File: src/rtl/rrn_pkg.sv
// Purpose: Constants for the rotate-right-without-carry execution unit.
// Assumes: One instruction cycle is four clock-enabled phases on i_clk_sys.
// Notes: Opcode layout is 16 bits: 0100 00 d a ffff ffff.
// Notes on behaviour
// - The operand is rotated right by one with bit 0 moving to bit 7, only N and Z change.
// - With the direction bit at 0 the result goes to the working register only.
// - With the direction bit at 1 the result is written back to the source register.
// - With the bank bit at 0 the access bank is used unless indexed mode applies, and the bank pointer is ignored.
// - With the bank bit at 1 the bank pointer register supplies the bank.
// - Bank bit 0, extended set on and address at most 95 selects indexed literal offset mode.
package rrn_pkg;
    localparam logic [5:0]  OPC_PREFIX    = 6'h10;
    localparam int          OPC_HI        = 15;
    localparam int          OPC_LO        = 10;
    localparam int          DIR_BIT       = 9;
    localparam int          BANK_BIT      = 8;
    localparam logic [7:0]  IDX_LIMIT     = 8'h5f;
    localparam logic [7:0]  ACC_SPLIT     = 8'h60;
    localparam logic [3:0]  ACC_LOW_BANK  = 4'h0;
    localparam logic [3:0]  ACC_HIGH_BANK = 4'hf;
    localparam logic [7:0]  RESET_BYTE    = 8'h00;
    localparam logic [15:0] RESET_OPC     = 16'h0000;

    typedef enum logic [3:0] {
        RRN_Q1 = 4'h1,
        RRN_Q2 = 4'h2,
        RRN_Q3 = 4'h4,
        RRN_Q4 = 4'h8
    } rrn_phase_t;
endpackage : rrn_pkg

File: src/rtl/rrn_addr_gen.sv
// Purpose: Forms the 12-bit data address of a byte-oriented operand.
// Assumes: Extended-set index base is supplied by the core.
// Notes: Purely combinational.
`timescale 1ns/1ps
module rrn_addr_gen (
    input  wire logic [7:0]  i_faddr,
    input  wire logic        i_bank_sel,
    input  wire logic        i_ext_en,
    input  wire logic [3:0]  i_bank_ptr,
    input  wire logic [11:0] i_index_base,
    output logic      [11:0] o_addr,
    output logic             o_indexed
);
    wire        use_idx;
    wire [11:0] acc_addr;
    wire [11:0] idx_addr;

    // The access bank splits so that low addresses hit bank 0 and high ones the special bank.
    assign use_idx   = !i_bank_sel && i_ext_en && (i_faddr <= rrn_pkg::IDX_LIMIT);
    assign acc_addr  = (i_faddr < rrn_pkg::ACC_SPLIT) ? {rrn_pkg::ACC_LOW_BANK, i_faddr}
                                                    : {rrn_pkg::ACC_HIGH_BANK, i_faddr};
    assign idx_addr  = i_index_base + {4'h0, i_faddr};
    assign o_indexed = use_idx;
    assign o_addr    = use_idx ? idx_addr
                     : i_bank_sel ? {i_bank_ptr, i_faddr}
                     : acc_addr;
endmodule : rrn_addr_gen

File: src/rtl/rrn_exec.sv
// Purpose: Executes the rotate_right_plain_op instruction across four phases.
// Assumes: Data memory answers a read within the same phase it is requested.
// Notes: The carry flag is never driven; only N and Z get write strobes.
`timescale 1ns/1ps
module rrn_exec (
    input  wire logic        i_clk_sys,
    input  wire logic        i_sys_rst,
    input  wire logic        i_ce,
    input  wire logic [15:0] i_opcode,
    input  wire logic        i_ext_en,
    input  wire logic [3:0]  i_bank_pointer_register,
    input  wire logic [11:0] i_index_base,
    input  wire logic [7:0]  i_mem_rdata,
    output logic      [3:0]  o_phase,
    output logic             o_match,
    output logic             o_mem_rd,
    output logic      [11:0] o_mem_addr,
    output logic             o_mem_wr,
    output logic      [7:0]  o_mem_wdata,
    output logic             o_w_wr,
    output logic      [7:0]  o_w_data,
    output logic             o_flag_wr,
    output logic             o_flag_n,
    output logic             o_flag_z,
    output logic             o_indexed
);
    rrn_pkg::rrn_phase_t phase_q;
    rrn_pkg::rrn_phase_t phase_d;
    logic [15:0] opc_q;
    logic [7:0]  opnd_q;
    logic [7:0]  res_q;
    logic        hit_q;
    logic [7:0]  w_q;
    logic [7:0]  wdata_q;
    logic        nf_q;
    logic        zf_q;

    wire        hit_now;
    wire        dir_f;
    wire [7:0]  rot;
    wire [11:0] addr;
    wire        idx;

    always_comb begin
        case (phase_q)
            rrn_pkg::RRN_Q1: phase_d = rrn_pkg::RRN_Q2;
            rrn_pkg::RRN_Q2: phase_d = rrn_pkg::RRN_Q3;
            rrn_pkg::RRN_Q3: phase_d = rrn_pkg::RRN_Q4;
            rrn_pkg::RRN_Q4: phase_d = rrn_pkg::RRN_Q1;
            default:         phase_d = rrn_pkg::RRN_Q1;
        endcase
    end

    assign hit_now = (i_opcode[rrn_pkg::OPC_HI:rrn_pkg::OPC_LO] == rrn_pkg::OPC_PREFIX);
    assign dir_f   = opc_q[rrn_pkg::DIR_BIT];
    assign rot     = {opnd_q[0], opnd_q[7:1]};

    rrn_addr_gen u_addr (
        .i_faddr      (opc_q[7:0]),
        .i_bank_sel   (opc_q[rrn_pkg::BANK_BIT]),
        .i_ext_en     (i_ext_en),
        .i_bank_ptr   (i_bank_pointer_register),
        .i_index_base (i_index_base),
        .o_addr       (addr),
        .o_indexed    (idx)
    );

    always_ff @(posedge i_clk_sys or posedge i_sys_rst) begin
        if (i_sys_rst) begin
            phase_q <= rrn_pkg::RRN_Q1;
            opc_q   <= rrn_pkg::RESET_OPC;
            hit_q   <= 1'b0;
        end else if (i_ce) begin
            phase_q <= phase_d;
            if (phase_q == rrn_pkg::RRN_Q1) begin
                opc_q <= i_opcode;
                hit_q <= hit_now;
            end
        end
    end

    // Operand and result are staged so every data output comes from a flip-flop.
    always_ff @(posedge i_clk_sys or posedge i_sys_rst) begin
        if (i_sys_rst) begin
            opnd_q  <= rrn_pkg::RESET_BYTE;
            res_q   <= rrn_pkg::RESET_BYTE;
            w_q     <= rrn_pkg::RESET_BYTE;
            wdata_q <= rrn_pkg::RESET_BYTE;
            nf_q    <= 1'b0;
            zf_q    <= 1'b0;
        end else if (i_ce) begin
            if (phase_q == rrn_pkg::RRN_Q2 && hit_q) begin
                opnd_q <= i_mem_rdata;
            end
            if (phase_q == rrn_pkg::RRN_Q3 && hit_q) begin
                res_q   <= rot;
                wdata_q <= rot;
                nf_q    <= rot[7];
                zf_q    <= (rot == rrn_pkg::RESET_BYTE);
                if (!dir_f) begin
                    w_q <= rot;
                end
            end
        end
    end

    wire in_q4 = (phase_q == rrn_pkg::RRN_Q4) && hit_q;

    assign o_phase     = phase_q;
    assign o_match     = hit_q;
    assign o_mem_rd    = (phase_q == rrn_pkg::RRN_Q2) && hit_q;
    assign o_mem_addr  = hit_q ? addr : 12'h000;
    assign o_mem_wr    = in_q4 && dir_f;
    assign o_w_wr      = in_q4 && !dir_f;
    assign o_mem_wdata = wdata_q;
    assign o_w_data    = w_q;
    assign o_flag_wr   = in_q4;
    assign o_flag_n    = nf_q;
    assign o_flag_z    = zf_q;
    assign o_indexed   = hit_q && idx;

    property p_rot_value;
        @(posedge i_clk_sys) disable iff (i_sys_rst)
        (i_ce && phase_q == rrn_pkg::RRN_Q3 && hit_q) |=>
            (res_q == {$past(opnd_q[0]), $past(opnd_q[7:1])})
            && (o_flag_z == (res_q == rrn_pkg::RESET_BYTE));
    endproperty
    a_rot_value: assert property (p_rot_value) else $error("Rotate result wrong.");

    property p_w_only;
        @(posedge i_clk_sys) disable iff (i_sys_rst)
        (o_flag_wr && !dir_f) |-> (o_w_wr && !o_mem_wr && o_w_data == res_q);
    endproperty
    a_w_only: assert property (p_w_only) else $error("Working write wrong.");

    property p_f_back;
        @(posedge i_clk_sys) disable iff (i_sys_rst)
        (o_flag_wr && dir_f) |-> (o_mem_wr && !o_w_wr && o_mem_wdata == res_q);
    endproperty
    a_f_back: assert property (p_f_back) else $error("Write-back wrong.");

    property p_access;
        @(posedge i_clk_sys) disable iff (i_sys_rst)
        (o_mem_rd && !opc_q[rrn_pkg::BANK_BIT] && !idx && opc_q[7:0] < rrn_pkg::ACC_SPLIT)
            |-> (o_mem_addr == {rrn_pkg::ACC_LOW_BANK, opc_q[7:0]});
    endproperty
    a_access: assert property (p_access) else $error("Access bank address wrong.");

    property p_banked;
        @(posedge i_clk_sys) disable iff (i_sys_rst)
        (o_mem_rd && opc_q[rrn_pkg::BANK_BIT])
            |-> (o_mem_addr == {i_bank_pointer_register, opc_q[7:0]}) && !o_indexed;
    endproperty
    a_banked: assert property (p_banked) else $error("Banked address wrong.");

    property p_indexed;
        @(posedge i_clk_sys) disable iff (i_sys_rst)
        (o_match && !opc_q[rrn_pkg::BANK_BIT] && i_ext_en && opc_q[7:0] <= rrn_pkg::IDX_LIMIT)
            |-> o_indexed;
    endproperty
    a_indexed: assert property (p_indexed) else $error("Indexed mode missed.");

    property p_phase_walk;
        @(posedge i_clk_sys) disable iff (i_sys_rst)
        (i_ce && o_mem_rd) ##1 i_ce[*2] |-> o_flag_wr;
    endproperty
    a_phase_walk: assert property (p_phase_walk) else $error("Phase order wrong.");

    property p_decode;
        @(posedge i_clk_sys) disable iff (i_sys_rst)
        (i_ce && phase_q == rrn_pkg::RRN_Q1) |=> (o_match == $past(hit_now));
    endproperty
    a_decode: assert property (p_decode) else $error("Decode wrong.");

    // Carry has no port here, so the flag strobe may only ever carry N and Z of the result.
    property p_flag_src;
        @(posedge i_clk_sys) disable iff (i_sys_rst)
        o_flag_wr |-> (o_flag_n == o_mem_wdata[7])
            && (o_flag_z == (o_mem_wdata == rrn_pkg::RESET_BYTE));
    endproperty
    a_flag_src: assert property (p_flag_src) else $error("Flag value wrong.");

    property p_one_dest;
        @(posedge i_clk_sys) disable iff (i_sys_rst)
        !(o_mem_wr && o_w_wr);
    endproperty
    a_one_dest: assert property (p_one_dest) else $error("Both destinations written.");

    // A write-back instruction must leave the working register exactly as it was.
    property p_w_hold;
        @(posedge i_clk_sys) disable iff (i_sys_rst)
        !(i_ce && phase_q == rrn_pkg::RRN_Q3 && hit_q && !dir_f) |=> $stable(o_w_data);
    endproperty
    a_w_hold: assert property (p_w_hold) else $error("Working value disturbed.");

    property p_access_high;
        @(posedge i_clk_sys) disable iff (i_sys_rst)
        (o_mem_rd && !opc_q[rrn_pkg::BANK_BIT] && !idx && opc_q[7:0] >= rrn_pkg::ACC_SPLIT)
            |-> (o_mem_addr == {rrn_pkg::ACC_HIGH_BANK, opc_q[7:0]});
    endproperty
    a_access_high: assert property (p_access_high) else $error("Upper access address wrong.");

    // The index sum wraps at twelve bits, the same as the address bus itself.
    property p_idx_addr;
        @(posedge i_clk_sys) disable iff (i_sys_rst)
        (o_mem_rd && o_indexed)
            |-> (o_mem_addr == i_index_base + {rrn_pkg::ACC_LOW_BANK, opc_q[7:0]});
    endproperty
    a_idx_addr: assert property (p_idx_addr) else $error("Indexed address wrong.");

    property p_not_idx;
        @(posedge i_clk_sys) disable iff (i_sys_rst)
        o_indexed |-> (!opc_q[rrn_pkg::BANK_BIT] && i_ext_en && opc_q[7:0] <= rrn_pkg::IDX_LIMIT);
    endproperty
    a_not_idx: assert property (p_not_idx) else $error("Indexed mode without cause.");

    property p_freeze;
        @(posedge i_clk_sys) disable iff (i_sys_rst)
        !i_ce |=> $stable(o_phase) && $stable(o_mem_wdata) && $stable(o_match);
    endproperty
    a_freeze: assert property (p_freeze) else $error("State moved while disabled.");

    property p_foreign;
        @(posedge i_clk_sys) disable iff (i_sys_rst)
        !o_match |-> !(o_mem_rd || o_mem_wr || o_w_wr || o_flag_wr || o_indexed);
    endproperty
    a_foreign: assert property (p_foreign) else $error("Strobe without a match.");

    c_w_path: cover property (@(posedge i_clk_sys) o_w_wr);
    c_zero:   cover property (@(posedge i_clk_sys) o_flag_wr && o_flag_z);
    c_f_path: cover property (@(posedge i_clk_sys) o_mem_wr);
    c_idx:    cover property (@(posedge i_clk_sys) o_indexed && o_mem_rd);
endmodule : rrn_exec

File: config.mk
export PLATFORM = sky130hd
export DESIGN_NAME = rrn_exec
export DESIGN_NICKNAME = d
export VERILOG_FILES = /design/src/rtl/rrn_pkg.sv /design/src/rtl/rrn_addr_gen.sv /design/src/rtl/rrn_exec.sv
export SDC_FILE = /design/constraint.sdc
export NUM_CORES = 1
export LEC_CHECK = 0
export BUFFER_PORTS_ARGS = -buffer_cell sky130_fd_sc_hd__buf_2
export CAP_MARGIN = 20
export CELL_PAD_IN_SITES_DETAIL_PLACEMENT = 1
export CELL_PAD_IN_SITES_GLOBAL_PLACEMENT = 2
export CORE_MARGIN = 2
export CORE_UTILIZATION = 25
export CTS_BUF_LIST = sky130_fd_sc_hd__clkbuf_8
export CTS_CLUSTER_DIAMETER = 120
export CTS_CLUSTER_SIZE = 24
export DETAILED_ROUTE_END_ITERATION = 10
export GPL_ROUTABILITY_DRIVEN = 0
export PLACE_DENSITY_LB_ADDON = 0.2
export SLEW_MARGIN = 20
export SYNTH_ARGS = -nofsm -noshare
export SYNTH_HDL_FRONTEND = slang
export SYNTH_HIERARCHICAL = 1
export SYNTH_SLANG_ARGS = --single-unit
File: constraint.sdc
create_clock -name i_clk_sys -period 2.5 [get_ports i_clk_sys]
set_input_delay 0.375 -clock i_clk_sys [delete_from_list [all_inputs] [get_ports i_clk_sys]]
set_output_delay 0.375 -clock i_clk_sys [all_outputs]
set_load 0.05 [all_outputs]
* Yosys cells after proc, flatten, opt, wreduce, memory -nomap -nowiden
Cells that the tools add are included.
** Storage, ports and cells
- Input port bits :: 44
- Register bits after elaboration :: 41
- Word-level logic and storage cells :: 37
- Output and inout bits :: 40
** Cells by class
- Bitwise gates (word level) :: 1
- Add/sub/neg operators :: 1
- Magnitude comparators :: 2
- Multiplexer cells :: 5
- Equal/unequal tests :: 5
- Reductions and logical operators :: 15
** Operators by type and width (count)
- 12-bit two-way mux :: 4
- 12-bit by 8-bit adder with 12-bit output :: 1
- 4-bit one-hot mux with 3 select lines :: 1
- 8-bit by 7-bit <= comparator with 1-bit output (second input constant) :: 1
- 1-bit logical AND :: 8
- 8-bit zero test :: 1
- 8-bit by 7-bit < comparator with 1-bit output (second input constant) :: 1
- 6-bit by 5-bit equality test with 1-bit output (second input constant) :: 1
- 2-bit AND reduction :: 3
- 4-bit by 1-bit equality test with 1-bit output (second input constant) :: 1
- 4-bit by 2-bit equality test with 1-bit output (second input constant) :: 1
- 4-bit by 3-bit equality test with 1-bit output (second input constant) :: 1
- 4-bit equality test (second input constant) :: 1
- 3-bit AND reduction :: 1
- 1-bit zero test :: 2
- 1-bit NOT :: 1

* Logic depth before layout (Yosys ltp)
Gate-level depths: netlist of run 1.
- Word-level depth :: 5
- Depth in mapped cells :: 9
- Mapped depth without buffers :: 9

* Hierarchy
Netlist of run 1, hierarchy kept.
** By module, submodules not included
- rrn_exec :: area an instance 1716.6 µm², cells each 123, sequential area each 1002.2 µm², times used 1
- rrn_addr_gen :: area an instance 628.1 µm², cells each 91, sequential area each 0.0 µm², times used 1

* Worst setup path after synthesis of run 1
OpenSTA, ideal clock, no wires.
- Path type :: flip-flop to output port
- Start :: register hit_q, in the netlist o_match
- End :: output port o_w_wr
- Stages on the path, launching flop included :: 4
- Required time :: 2.125 ns
- Slack :: -1.320 ns
- Path buffers :: 0
- Arrival time :: 3.445 ns
- Cell sequence :: dfrtp_1 -> nand2b_1 -> nor4b_1 -> nor2b_1
** On the way
- Word-level cells in the longest chain between the ends :: 2
** RTL lines
- start, declared :: line rrn_exec.sv:32 : logic hit_q;
- start signal, assigned :: line rrn_exec.sv:77 : hit_q <= hit_now;
- 1-bit logical AND :: line rrn_exec.sv:107 : wire in_q4 = (phase_q == rrn_pkg::RRN_Q4) && hit_q;
- named net o_flag_wr :: line rrn_exec.sv:22 : output logic o_flag_wr,
- 1-bit logical AND :: line rrn_exec.sv:114 : assign o_w_wr = in_q4 && !dir_f;
- end, declared :: line rrn_exec.sv:20 : output logic o_w_wr,
The timed path passes the listed nets, and every way through them passes these cells.

* Worst setup path after layout of run 1
- Start :: register opc_q[0]
- End :: output port o_mem_addr[6]
** On the way
- Word-level cells in the longest chain between the ends :: 4
- Elaborated cells on any way between the ends :: 5
- Classes of those cells :: 1 x add/sub; 1 x order compare; 2 x mux; 1 x reduce/logical
** RTL lines
- start, declared :: line rrn_exec.sv:29 : logic [15:0] opc_q;
- start signal, assigned :: line rrn_exec.sv:71 : opc_q <= rrn_pkg::RESET_OPC;
- start signal, assigned :: line rrn_exec.sv:76 : opc_q <= i_opcode;
- parallel branches: the longest is 2 deep, another holds 12-bit by 8-bit adder with 12-bit output
- 12-bit two-way mux (*) :: line rrn_addr_gen.sv:24 : assign o_addr = use_idx ? idx_addr
- named net addr[6] :: line rrn_exec.sv:41 : wire [11:0] addr;
- 12-bit two-way mux (*) :: line rrn_exec.sv:112 : assign o_mem_addr = hit_q ? addr : 12'h000;
- end, declared :: line rrn_exec.sv:17 : output logic [11:0] o_mem_addr,
Mark *: on every way through the listed nets, which the timed path passes.

==> impl_results.rst, run 1 <==
.. list-table::
   :header-rows: 1

   * - Metric
     - Value
   * - Number of distinct library cells after synthesis
     - 54
   * - Chip Width
     - about 100 µm
   * - Reg2Reg Launch Point
     - o_phase[1]$_DFFE_PP0P_
   * - Wire length of the first global-routing pass
     - about 11 mm
   * - Total routing resource utilization after global routing
     - approximately 14%
   * - Time the final worst path needs with I/O delays and setup
     - 2.84 ns
   * - Area enclosed by the die boundary
     - ~10,000 µm²
   * - Dominant cell by count in the synthesized netlist
     - dfrtp_1
   * - Type of the worst min-delay path
     - input port to asynchronous set/reset pin
   * - Core region area
     - approximately 9200 µm²
   * - Slew @ Worst Pin
     - 0.544 ns
   * - Clock tree from TritonCTS
     - yes
   * - Critical Path AT
     - about 2.5 ns
   * - Maximum number of buffers from clock root to sink
     - 2
   * - Number of placement rows
     - 35
   * - Io pins
     - 84
   * - Failing checks
     - setup timing
   * - Data required, critical path
     - between 2 and 2.5 ns
   * - Setup slack, reg-to-reg
     - 0.64 ns
   * - Number of antenna violations at the first check in global routing
     - 0
   * - DRC errors left
     - 0
   * - Post-DP HPWL
     - 5.16 mm
   * - Critical path cell sequence
     - ha_2 -> inv_2 -> fa_2 -> nor2b_2 -> o31a_1 -> buf_4 -> o21a_1 -> o21a_1 -> o31ai_1 -> and2_1 -> buf_6
   * - Power Density
     - roughly 1100 nW/µm²
   * - Seq. cell area
     - roughly 1000 µm²
   * - Number of max-slew violations in the final report
     - 0
   * - Final hold violations
     - 0
   * - First drt pass iteration count
     - 4
   * - Worst vdd ir
     - 0.438 mV
   * - Sequential area share after synthesis
     - 42.7%
   * - Relative contribution of sequential cells to total power
     - a little under a third
   * - # fillers
     - between 1k and 1.5k
   * - Relative area change from synthesis to final layout
     - 41.1%
   * - Vias in the first global route
     - between 2k and 2.5k
   * - Final Skew
     - around 0.007 ns
   * - Final-report setup violation count
     - 8
   * - Top cell type by total area after synthesis
     - dfrtp_1
   * - Layout Cells excl Fill
     - 438
   * - Placed Cells incl. Taps
     - 428
   * - CP startpoint kind
     - register
   * - Slowest Stage Delay on Critical Path
     - 0.39 ns
   * - Slowest stage cell on the critical path
     - dfrtp_1
   * - Depth of the CTS H-tree
     - 2
   * - Total standard cell area after synthesis
     - approximately 2300 µm²
   * - Yosys warning total
     - 6
   * - Switching share of total power
     - 41.4%
   * - Syn_nets
     - 267
   * - Share of the clock period used by the worst path after layout
     - 113%
   * - Clk slew on worst S/H paths
     - ~0.080 ns
   * - Worst-case reg-to-reg path depth
     - 3
   * - Total global routing overflow
     - 0
   * - Most frequently used flop master after synthesis
     - dfrtp_1
   * - Utilization after layout
     - a little over a third
   * - Final net count
     - roughly 380
   * - Fraction of layout cells with a size suffix above 1
     - 53.8%
   * - Final setup margin
     - -0.337 ns
   * - Net switching power of the design
     - 1460 µW
   * - Height of the die
     - a little over 100 µm
   * - Setup CP Type
     - register to primary output
   * - Worst rel slew slack
     - ~64%
   * - Clk network pwr share
     - between 15 and 20%
   * - Initial core utilization
     - 25.6%
   * - Clock tree sinks
     - 40
   * - Max Fanout on Critical Path
     - 2
   * - TritonCTS Buffers
     - 5
   * - Fmax
     - ~350 MHz
   * - Status
     - finished, violations left
   * - Quantity of I/O buffers inserted on ports
     - 83
   * - Multi-input logic area
     - between 1000 and 1500 µm²
   * - Static Leak
     - between 0.0015 and 0.002 µW
   * - Gate count of the mapped netlist
     - roughly 210
   * - Maximum number of pins on one net before global-route repair
     - 41
   * - Most common cell on crit path
     - o21a_1
   * - Internal power consumption
     - 2070 µW
   * - Initial drt markers
     - 34
   * - Routed vias
     - 2,030
   * - Flops & latches, synth
     - 40
   * - Number of hold buffers added after cts
     - 0
   * - Max-Cap Viols
     - 0
   * - Clock tree root buffer cell
     - clkbuf_8
   * - Cell types with the largest area share after synthesis
     - dfrtp_1 42%, mux2_2 16%, ha_1 4.3%, and2_1 3.7%, nand2_1 1.9%
   * - Final total negative setup slack
     - -1.65 ns
   * - Per-instance average area after synthesis
     - between 10 and 15 µm²
   * - RSZ-0062 raised after global routing
     - yes
   * - Number of flops mapped to enable cells by yosys
     - 0
   * - Most frequent cells after synthesis
     - 39 x dfrtp_1, 34 x mux2_2, 14 x and2_1, 12 x nand2_1, 10 x inv_1
   * - Proportion of netlist area held by the largest area contributor
     - between 40% and 50%
   * - Reg-to-reg critical path endpoint
     - o_mem_wdata[1]$_DFFE_PP0P_
   * - Remaining number of nets flagged by the antenna check after routing
     - 0
   * - Routed via count divided by cell count
     - 4.63
   * - Inserted Diodes
     - 0
   * - Proportion of power drawn by combinational gates
     - 54.1%
   * - Clock latency at the later pin of the worst-skew pair
     - 0.29 ns
   * - Sum of routed wire length over all layers
     - between 6 and 7 mm
   * - Wire length per cell
     - between 10 and 15 µm
   * - Async S/R FF share, synth
     - 100%
   * - Worst Setup End Kind
     - primary output
## worst max-delay path: cells and delay by family, from the launching register on
kind                       cells  cell delay (ns)
AOI/OAI and AO/OA              4             0.82
adders and majority gates      2             0.38
buffers and inverters          3             0.35
DFF                            1             0.39
and+or+nand+nor                2             0.22
## flip-flops by register name, indices dropped and copies added (netlist names)
name	flops
o_flag_z	1
o_match	1
o_mem_wdata	8
o_phase	4
o_w_data	8
opc_q	10
opnd_q	8
## how the worst max path moves through the flow
stage               depth (start not counted)  slack [ns]        endpoint            startpoint
floorplan                                   9        0.02   o_mem_addr[6]       i_index_base[0]
global placement                           11       -0.24  o_mem_addr[10]       i_index_base[0]
detailed placement                         12       -0.26   o_mem_addr[6]       i_index_base[0]
CTS                                        11       -0.38   o_mem_addr[6]  opc_q[0]$_DFFE_PP0P_
global route                               11       -0.49   o_mem_addr[6]  opc_q[0]$_DFFE_PP0P_
finish                                     11       -0.34   o_mem_addr[6]  opc_q[0]$_DFFE_PP0P_
## layout make-up
type,count,area share [%]
inverters,10,1.25
multi-input cells,157,39.6
repair buffers,112,21.2
well taps,111,4.20
clock inverters,3,1.40
flip-flops and latches,40,30.3
clock buffers,5,2.08
## power by group through the flow
stage	clock network, µW	logic [µW]	registers (µW)
CTS	574	1940	1090
floorplan	0	1010	1280
global route	605	2110	1120
detailed placement	0	1870	1100
finish	545	1910	1080
global placement	0	1850	1090
## placed cells by master, fill, tap and decap left out, types with 4 or more instances in the layout
master and n:
nor2_1 8, ha_1 7, buf_2 72, xnor2_1 4, inv_1 8, mux2_2 34, nand2_1 12, nand3_1 4
o21ai_1 5, nor3_1 4, buf_6 7, o21ai_0 5, and2_1 12, dfrtp_1 39, buf_4 31, nor2b_1 5
clkbuf_8 5
## metrics by stage
step / instance area [µm²] / power (µW) / setup WS (ns) / hold WS [ns]
floorplan: 2370 / 2280 / 0.0189 / 0.504
global placement: 3090 / 2950 / -0.236 / 0.486
detailed placement: 3090 / 2970 / -0.258 / 0.494
CTS: 3290 / 3600 / -0.378 / 0.218
global route: 3310 / 3840 / -0.493 / 0.257
finish: 3310 / 3540 / -0.337 / 0.197
## layer usage
| metal | track usage (%) | wire, µm | vias to the layer above |
|---|---|---|---|
| li1 | - | - | 991 |
| met1 | 18.3 | 3100 | 984 |
| met2 | 23.1 | 3130 | 51 |
| met3 | 2.64 | 284 | 4 |
| met4 | 3.16 | 41 | 0 |
| met5 | 0 | 0 | - |
## repair_timing
item	4_1_cts	5_1_grt
setup endpoints to repair	9	11
gates resized for setup	25	9
setup buffers	2	1
pin swaps	6	5
## kinds of logic (layout without fill, tap and decap cells)
family / count (synthesis) / count (layout) / synth area share [%]
fa+ha+maj: 9 / 9 / 5.12
xor+xnor: 7 / 7 / 2.61
mux: 36 / 36 / 17.2
compound gates: 37 / 37 / 11.8
buf+inv: 17 / 130 / 3.15
flops: 40 / 40 / 42.7
simple gates: 68 / 68 / 17.4
Note: power is estimated with default switching activity, not from simulation.
==> run 2: changes to the inputs <==
--- a/config.mk
+++ b/config.mk
@@ -9,14 +9,14 @@
 export CAP_MARGIN = 20
 export CELL_PAD_IN_SITES_DETAIL_PLACEMENT = 1
 export CELL_PAD_IN_SITES_GLOBAL_PLACEMENT = 2
-export CORE_MARGIN = 2
+export CORE_MARGIN = 8
 export CORE_UTILIZATION = 25
 export CTS_BUF_LIST = sky130_fd_sc_hd__clkbuf_8
 export CTS_CLUSTER_DIAMETER = 120
 export CTS_CLUSTER_SIZE = 24
 export DETAILED_ROUTE_END_ITERATION = 10
 export GPL_ROUTABILITY_DRIVEN = 0
-export PLACE_DENSITY_LB_ADDON = 0.2
+export PLACE_DENSITY = 0.8
 export SLEW_MARGIN = 20
 export SYNTH_ARGS = -nofsm -noshare
 export SYNTH_HDL_FRONTEND = slang
==> run 2 against run 1 <==
- the run still ends with setup timing left
- first-iteration DRC count is 38% higher
- setup slack worse by 0.0042 ns
- sequential cell count stayed put
- clock skew hardly changed
- critical endpoint is now o_mem_addr[10]
==> impl_results.rst, run 2 (synthesis results as in run 1) <==
.. list-table::
   :header-rows: 1

   * - Metric
     - Value
   * - Final-report setup violation count
     - 9 (was 8)
   * - Chip Width
     - 113 µm (was 101 µm)
   * - Pre-CTS WS
     - -0.296 ns (was -0.258 ns)
   * - Placed Cells incl. Taps
     - 428 (unchanged)
   * - Inserted Diodes
     - 0 (unchanged)
   * - Worst vdd ir
     - 0.476 mV (was 0.438 mV)
   * - Type of the worst min-delay path
     - input port to asynchronous set/reset pin (unchanged)
   * - DRC errors left
     - 0 (unchanged)
   * - Number of placement rows
     - 35 (unchanged)
   * - Post-DP HPWL
     - 5.91 mm (was 5.16 mm)
   * - Reg2Reg Launch Point
     - o_phase[1]$_DFFE_PP0P_ (unchanged)
   * - Net switching power of the design
     - 1570 µW (was 1460 µW)
   * - Slowest Stage Delay on Critical Path
     - 0.40 ns (was 0.39 ns)
   * - Clk network pwr share
     - 14.4% (was 15.4%)
   * - Final net count
     - 385 (was 379)
   * - Io pins
     - 84 (unchanged)
   * - Clock tree sinks
     - 40 (unchanged)
   * - Height of the die
     - 113 µm (was 101 µm)
   * - Slew @ Worst Pin
     - 0.584 ns (was 0.544 ns)
   * - Vias in the first global route
     - 2,363 (was 2,189)
   * - Number of flip-flops under the largest register name
     - 10 (unchanged)
   * - TritonCTS Buffers
     - 5 (unchanged)
   * - Share of the clock period used by the worst path after layout
     - 114% (was 113%)
   * - Number of buffers and inverters on the critical path
     - 2 (was 3)
   * - Final Skew
     - 0.00658 ns (was 0.00706 ns)
   * - Final hold violations
     - 0 (unchanged)
   * - Power Density
     - 1090 nW/µm² (was 1070 nW/µm²)
   * - Relative area change from synthesis to final layout
     - 49.0% (was 41.1%)
   * - Number of max-slew violations in the final report
     - 0 (unchanged)
   * - Wire length of the first global-routing pass
     - 12.1 mm (was 10.9 mm)
   * - Sum of routed wire length over all layers
     - 7.61 mm (was 6.56 mm)
   * - Internal power consumption
     - 2230 µW (was 2070 µW)
   * - Relative contribution of sequential cells to total power
     - 28.4% (was 30.5%)
   * - Final setup margin
     - -0.341 ns (was -0.337 ns)
   * - Status
     - finished, violations left (unchanged)
   * - Routed vias
     - 2,095 (was 2,030)
   * - Quantity of I/O buffers inserted on ports
     - 83 (unchanged)
   * - Start point of the critical path
     - opc_q[0]$_DFFE_PP0P_ (unchanged)
   * - Final total negative setup slack
     - -1.64 ns (was -1.65 ns)
   * - Initial drt markers
     - 47 (was 34)
   * - RSZ-0062 raised after global routing
     - yes (unchanged)
   * - Slowest stage cell on the critical path
     - or4_1 (was dfrtp_1)
   * - CP startpoint kind
     - register (unchanged)
   * - Placed Area
     - 3090 µm² (unchanged)
   * - Total global routing overflow
     - 0 (unchanged)
   * - Maximum number of pins on one net before global-route repair
     - 41 (unchanged)
   * - Routed via count divided by cell count
     - 4.72 (was 4.63)
   * - Clk slew on worst S/H paths
     - 0.08 ns (about the same)
   * - Time the final worst path needs with I/O delays and setup
     - 2.84 ns (about the same)
   * - Delay-heaviest family, CP
     - simple AND/OR/NAND/NOR gates (was compound AO/OA/AOI/OAI gates)
   * - Max-Cap Viols
     - 0 (unchanged)
   * - Data required, critical path
     - 2.12 ns (about the same)
   * - Number of hold buffers added after cts
     - 0 (unchanged)
   * - First drt pass iteration count
     - 4 (unchanged)
   * - Reg-to-reg critical path endpoint
     - opc_q[3]$_DFFE_PP0P_ (was o_mem_wdata[1]$_DFFE_PP0P_)
   * - Utilization after layout
     - 38.2% (was 36.1%)
   * - Biggest register
     - opc_q (unchanged)
   * - Design area
     - 3490 µm² (was 3310 µm²)
   * - Setup CP Type
     - register to primary output (unchanged)
   * - Layout Cells excl Fill
     - 444 (was 438)
   * - Switching share of total power
     - 41.3% (was 41.4%)
   * - Clock latency at the later pin of the worst-skew pair
     - 0.29 ns (about the same)
   * - Fraction of layout cells with a size suffix above 1
     - 59.2% (was 53.8%)
   * - Max Fanout on Critical Path
     - 3 (was 2)
   * - Maximum number of buffers from clock root to sink
     - 2 (unchanged)
   * - Fmax
     - 352 MHz (about the same)
   * - Critical path cell sequence
     - ha_2 -> inv_2 -> fa_2 -> nor2b_2 -> o31a_1 -> o21ai_2 -> or4_1 -> nand3_1 -> and2_4 -> buf_8 (was ha_2 -> inv_2 -> fa_2 -> nor2b_2 -> o31a_1 -> buf_4 -> o21a_1 -> o21a_1 -> o31ai_1 -> and2_1 -> buf_6)
   * - Initial core utilization
     - 25.6% (unchanged)
   * - Setup slack, reg-to-reg
     - 0.61 ns (was 0.64 ns)
   * - Destination of the critical timing path
     - o_mem_addr[10] (was o_mem_addr[6])
   * - Most frequent cells in the layout
     - 71 x buf_2, 38 x dfrtp_1, 34 x mux2_2 (was 72 x buf_2, 39 x dfrtp_1, 34 x mux2_2)
   * - Area enclosed by the die boundary
     - 12,700 µm² (was 10,200 µm²)
   * - Remaining number of nets flagged by the antenna check after routing
     - 0 (unchanged)
   * - Crit. path cell count
     - 10 (was 11)
   * - Clock tree from TritonCTS
     - yes (unchanged)
   * - Worst Setup End Kind
     - primary output (unchanged)
   * - Critical Path AT
     - 2.47 ns (was 2.46 ns)
   * - Most frequent standard cell in the layout excluding fill and tap cells
     - buf_2 (unchanged)
   * - Failing checks
     - setup timing (unchanged)
   * - Static Leak
     - 0.00172 µW (was 0.00164 µW)
   * - Worst rel slew slack
     - 61.1% (was 63.5%)
   * - Wire length per cell
     - 17.1 µm (was 15.0 µm)
   * - Total routing resource utilization after global routing
     - 11.8% (was 13.8%)
   * - Depth of the CTS H-tree
     - 2 (unchanged)
   * - Clock tree root buffer cell
     - clkbuf_8 (unchanged)
   * - Number of antenna violations at the first check in global routing
     - 0 (unchanged)
   * - Core region area
     - 9150 µm² (unchanged)
   * - Worst-case reg-to-reg path depth
     - 3 (unchanged)
   * - Proportion of power drawn by combinational gates
     - 57.1% (was 54.1%)
run 2: cell types whose count changed in the layout (fill, tap and decap cells not counted), moves of 2 or more:
cell / previous run / this run
ha_4: 0 / 3
and2_1: 12 / 10
a21oi_1: 3 / 1
clkinvlp_4: 2 / 0
ha_1: 7 / 4
o21ai_1: 5 / 3
buf_8: 2 / 4
and2_4: 2 / 4
buf_6: 7 / 11
o21ai_2: 1 / 4
run 2: how the worst min path moves through the flow:
stage,endpoint,slack (ns),cells after the start
6_report,opnd_q[1]$_DFFE_PP0P_,0.20,3
2_1_floorplan,o_phase[0]$_DFFE_PP1P_,0.50,2
5_1_grt,opnd_q[1]$_DFFE_PP0P_,0.24,3
3_3_place_gp,o_w_data[0]$_DFFE_PP0P_,0.49,1
4_1_cts,opnd_q[1]$_DFFE_PP0P_,0.22,3
3_5_place_dp,o_w_data[3]$_DFFE_PP0P_,0.49,1
run 2: power groups by stage:
stage / combinational, µW / clock [µW] / sequential (µW)
after floorplan: 1010 / 0 / 1280
after global placement: 1800 / 0 / 1080
after detailed placement: 1850 / 0 / 1090
after CTS: 2000 / 569 / 1070
after global routing: 2370 / 594 / 1120
final: 2180 / 550 / 1080
run 2: cell type report:
| cell class | count | area, µm² |
|---|---|---|
| repair buffers | 118 | 779 |
| clock inverters | 2 | 38.8 |
| clock buffers | 6 | 82.6 |
| flip-flops and latches | 40 | 1000 |
| fillers | 1036 | 5660 |
| well taps | 111 | 139 |
| multi-input cells | 157 | 1410 |
| inverters | 10 | 40.0 |
run 2: stage by stage:
step                total power [µW]  hold WS [ns]
floorplan                       2280         0.504
global placement                2880         0.486
finish                          3810         0.200
global route                    4080         0.241
detailed placement              2940         0.490
CTS                             3640         0.217
run 2: layer usage:
metal | GRT usage, % | wire [µm] | part of all wire [%] | vias up
met4 | 2.97 | 64 | 0.84 | 0
met5 | 0 | 0 | 0 | -
met1 | 14.1 | 3310 | 43 | 1023
met3 | 3.04 | 369 | 4.8 | 6
li1 | - | - | - | 1011
met2 | 20.6 | 3870 | 51 | 55
run 2: worst min-delay path, delay by kind of cell:
| kind | cells | cell delay, ns |
|---|---|---|
| buffers and inverters | 3 | 0.55 |
run 2: repair_timing:
action                                  in CTS  in global routing
setup buffers                                3                  8
pin swaps                                   15                 20
endpoints found under the setup margin      10                 13
resized for setup                           41                 20
==> run 3: changes to the inputs <==
==> constraint.sdc (replaced) <==
create_clock -name i_clk_sys -period 2.7 [get_ports i_clk_sys]
set_input_delay 0.405 -clock i_clk_sys [delete_from_list [all_inputs] [get_ports i_clk_sys]]
set_output_delay 0.405 -clock i_clk_sys [all_outputs]
set_load 0.05 [all_outputs]
==> run 3 against run 2 <==
- the flow still finishes with violations (setup timing)
- sequential share of layout area up 1.5 points
- design area down 5.1%
- clock power down 11%
- first-iteration DRC count down 51%
- register-to-register slack better by 0.17 ns
- total power down 13%
- via count down 2.7%
- routed wire length down 3.1%
- worst hold slack better by 0.026 ns
- clock skew down 0.00090 ns
- non-clock buffer count down 14
- largest power group unchanged
==> impl_results.rst, run 3 (synthesis results as in run 1) <==
.. list-table::
   :header-rows: 1

   * - Metric
     - Value
   * - Slowest Stage Delay on Critical Path
     - 0.41 ns (was 0.40 ns)
   * - Maximum number of buffers from clock root to sink
     - 2 (unchanged)
   * - Routed vias
     - 2,038 (was 2,095)
   * - Area enclosed by the die boundary
     - 12,700 µm² (unchanged)
   * - Placed Cells incl. Taps
     - 413 (was 428)
   * - Initial core utilization
     - 25.6% (unchanged)
   * - Biggest register
     - opc_q (unchanged)
   * - Vias in the first global route
     - 2,329 (was 2,363)
   * - Slew @ Worst Pin
     - 0.636 ns (was 0.584 ns)
   * - Chip Width
     - 113 µm (unchanged)
   * - TritonCTS Buffers
     - 5 (unchanged)
   * - Depth of the CTS H-tree
     - 2 (unchanged)
   * - Hold Worst Slack
     - 0.226 ns (was 0.200 ns)
   * - Wire length per cell
     - 17.1 µm (about the same)
   * - Fmax
     - roughly 350 MHz
   * - Clock tree sinks
     - 40 (unchanged)
   * - Slowest stage cell on the critical path
     - or4_1 (unchanged)
   * - Core region area
     - 9150 µm² (unchanged)
   * - Relative contribution of sequential cells to total power
     - 31.2% (was 28.4%)
   * - Total routing resource utilization after global routing
     - 11.7% (was 11.8%)
   * - Worst-case reg-to-reg path depth
     - 3 (unchanged)
   * - Power Density
     - 994 nW/µm² (was 1090 nW/µm²)
   * - Reg-to-reg critical path endpoint
     - opc_q[4]$_DFFE_PP0P_ (was opc_q[3]$_DFFE_PP0P_)
   * - Quantity of I/O buffers inserted on ports
     - 83 (unchanged)
   * - Placed Area
     - 2970 µm² (was 3090 µm²)
   * - Proportion of power drawn by combinational gates
     - 54.0% (was 57.1%)
   * - Internal power consumption
     - 1910 µW (was 2230 µW)
   * - Max Fanout on Critical Path
     - 3 (unchanged)
   * - Routed via count divided by cell count
     - 4.73 (was 4.72)
   * - Critical path cell sequence
     - ha_2 -> inv_2 -> fa_2 -> nor2b_2 -> o31a_1 -> o21ai_1 -> or4_1 -> nand3_1 -> and2_4 -> buf_8 (was ha_2 -> inv_2 -> fa_2 -> nor2b_2 -> o31a_1 -> o21ai_2 -> or4_1 -> nand3_1 -> and2_4 -> buf_8)
   * - Final Skew
     - 0.00568 ns (was 0.00658 ns)
   * - Setup CP Type
     - register to primary output (unchanged)
   * - Static Leak
     - 0.00162 µW (was 0.00172 µW)
   * - Final setup margin
     - -0.196 ns (was -0.341 ns)
   * - Setup slack, reg-to-reg
     - 0.78 ns (was 0.61 ns)
   * - Net switching power of the design
     - 1380 µW (was 1570 µW)
   * - Clk network pwr share
     - 14.8% (was 14.4%)
   * - Remaining number of nets flagged by the antenna check after routing
     - 0 (unchanged)
   * - CP startpoint kind
     - register (unchanged)
   * - Pre-CTS WS
     - -0.149 ns (was -0.296 ns)
   * - DRC errors left
     - 0 (unchanged)
   * - Time the final worst path needs with I/O delays and setup
     - 2.90 ns
   * - Status
     - finished, violations left (unchanged)
   * - Clock latency at the later pin of the worst-skew pair
     - 0.29 ns (about the same)
   * - Initial drt markers
     - 23 (was 47)
   * - Clock tree root buffer cell
     - clkbuf_8 (unchanged)
   * - Io pins
     - 84 (unchanged)
   * - Maximum number of pins on one net before global-route repair
     - 41 (unchanged)
   * - Most frequent standard cell in the layout excluding fill and tap cells
     - buf_2 (unchanged)
   * - Number of max-slew violations in the final report
     - 0 (unchanged)
   * - Layout Cells excl Fill
     - 431 (was 444)
   * - Number of hold buffers added after cts
     - 0 (unchanged)
   * - Worst Setup End Kind
     - primary output (unchanged)
   * - Number of buffers and inverters on the critical path
     - 2 (unchanged)
   * - First drt pass iteration count
     - 4 (unchanged)
   * - Sum of routed wire length over all layers
     - 7.37 mm (was 7.61 mm)
   * - Number of flip-flops under the largest register name
     - 10 (unchanged)
   * - Clock tree from TritonCTS
     - yes (unchanged)
   * - Share of the clock period used by the worst path after layout
     - 107%
   * - Worst rel slew slack
     - 57.6% (was 61.1%)
   * - Total global routing overflow
     - 0 (unchanged)
   * - Most frequent cells in the layout
     - 75 x buf_2, 38 x dfrtp_1, 34 x mux2_2 (was 71 x buf_2, 38 x dfrtp_1, 34 x mux2_2)
   * - Critical Path AT
     - 2.49 ns (was 2.47 ns)
   * - Switching share of total power
     - 41.9% (was 41.3%)
   * - Clk slew on worst S/H paths
     - 0.08 ns (about the same)
   * - Final-report setup violation count
     - 4 (was 9)
   * - Relative area change from synthesis to final layout
     - 41.4% (was 49.0%)
   * - Wire length of the first global-routing pass
     - 12.1 mm (about the same)
   * - Fraction of layout cells with a size suffix above 1
     - 55.2% (was 59.2%)
   * - Data required, critical path
     - 2.30 ns (was 2.12 ns)
   * - Number of placement rows
     - 35 (unchanged)
   * - Failing checks
     - setup timing (unchanged)
   * - Height of the die
     - 113 µm (unchanged)
   * - Post-DP HPWL
     - 5.70 mm (was 5.91 mm)
   * - RSZ-0062 raised after global routing
     - yes (unchanged)
   * - Reg2Reg Launch Point
     - o_phase[1]$_DFFE_PP0P_ (unchanged)
   * - Type of the worst min-delay path
     - input port to asynchronous set/reset pin (unchanged)
   * - Final hold violations
     - 0 (unchanged)
   * - Final net count
     - 371 (was 385)
   * - Delay-heaviest family, CP
     - simple AND/OR/NAND/NOR gates (unchanged)
   * - Worst vdd ir
     - 0.452 mV (was 0.476 mV)
   * - Number of antenna violations at the first check in global routing
     - 1 (was 0)
   * - Design area
     - 3320 µm² (was 3490 µm²)
   * - Max-Cap Viols
     - 0 (unchanged)
==> run 3: changes by cell type in the layout (fill, tap and decap cells not counted), sizes merged <==
cell,before,now
buf,118,104
clkbuf,6,5
clkinvlp,0,1
diode,0,1
==> run 3: how the worst max path moves through the flow <==
stage                         startpoint              to  slack, ns  cells past startpoint
floorplan                i_index_base[0]  o_mem_addr[10]      0.008                      9
global placement         i_index_base[0]  o_mem_addr[10]      -0.11                     11
detailed placement       i_index_base[0]  o_mem_addr[10]      -0.15                     11
CTS                 opc_q[0]$_DFFE_PP0P_  o_mem_addr[10]      -0.21                     10
global route        opc_q[0]$_DFFE_PP0P_   o_mem_addr[6]      -0.34                     11
finish              opc_q[0]$_DFFE_PP0P_  o_mem_addr[10]      -0.20                     10
==> run 3: power by group through the flow <==
stage               sequential, µW  clock (µW)  combinational (µW)
floorplan                     1180           0                 929
global placement              1020           0                1510
detailed placement            1030           0                1540
CTS                           1030         506                1660
global route                  1070         534                1940
finish                        1030         487                1780
==> run 3: metal layers <==
| metal | GRT usage, % | up-vias | wire length (µm) |
|---|---|---|---|
| met3 | 3.25 | 7 | 443 |
| met4 | 3.15 | 0 | 95 |
| met1 | 14.1 | 1008 | 3180 |
| met2 | 20.0 | 54 | 3650 |
| met5 | 0 | - | 0 |
| li1 | - | 969 | - |
==> run 3: stage by stage <==
stage          utilization, %  power (µW)  TNS, ns
5_1_grt                  36.2        3540    -1.20
3_3_place_gp             32.5        2530   -0.156
2_1_floorplan               -        2110        0
4_1_cts                  34.8        3190   -0.743
6_report                 36.2        3290   -0.550
3_5_place_dp             32.5        2570   -0.267
==> run 3: repair_timing <==
| item | CTS | global route |
|---|---|---|
| setup buffers | 4 | 6 |
| gates resized for setup | 15 | 23 |
| pin swaps | 3 | 13 |
| setup endpoints to repair | 7 | 8 |
==> run 3: area by class of cell <==
type                            instances  area, µm²
Timing Repair Buffer                  104        627
Clock buffer                            5       68.8
Antenna cell                            1       2.50
Tap cell                              111        139
Fill cell                            1040       5840
Sequential cell                        40       1000
Inverter                               10       37.5
Clock inverter                          3       42.5
Multi-Input combinational cell        157       1400
==> run 3: worst reg2reg max path, stage by stage, from the launching register on <==
cell	delay (ns)
dfrtp_1	0.48
nor3b_2	0.31
and3b_1	0.62
mux2_2	0.41
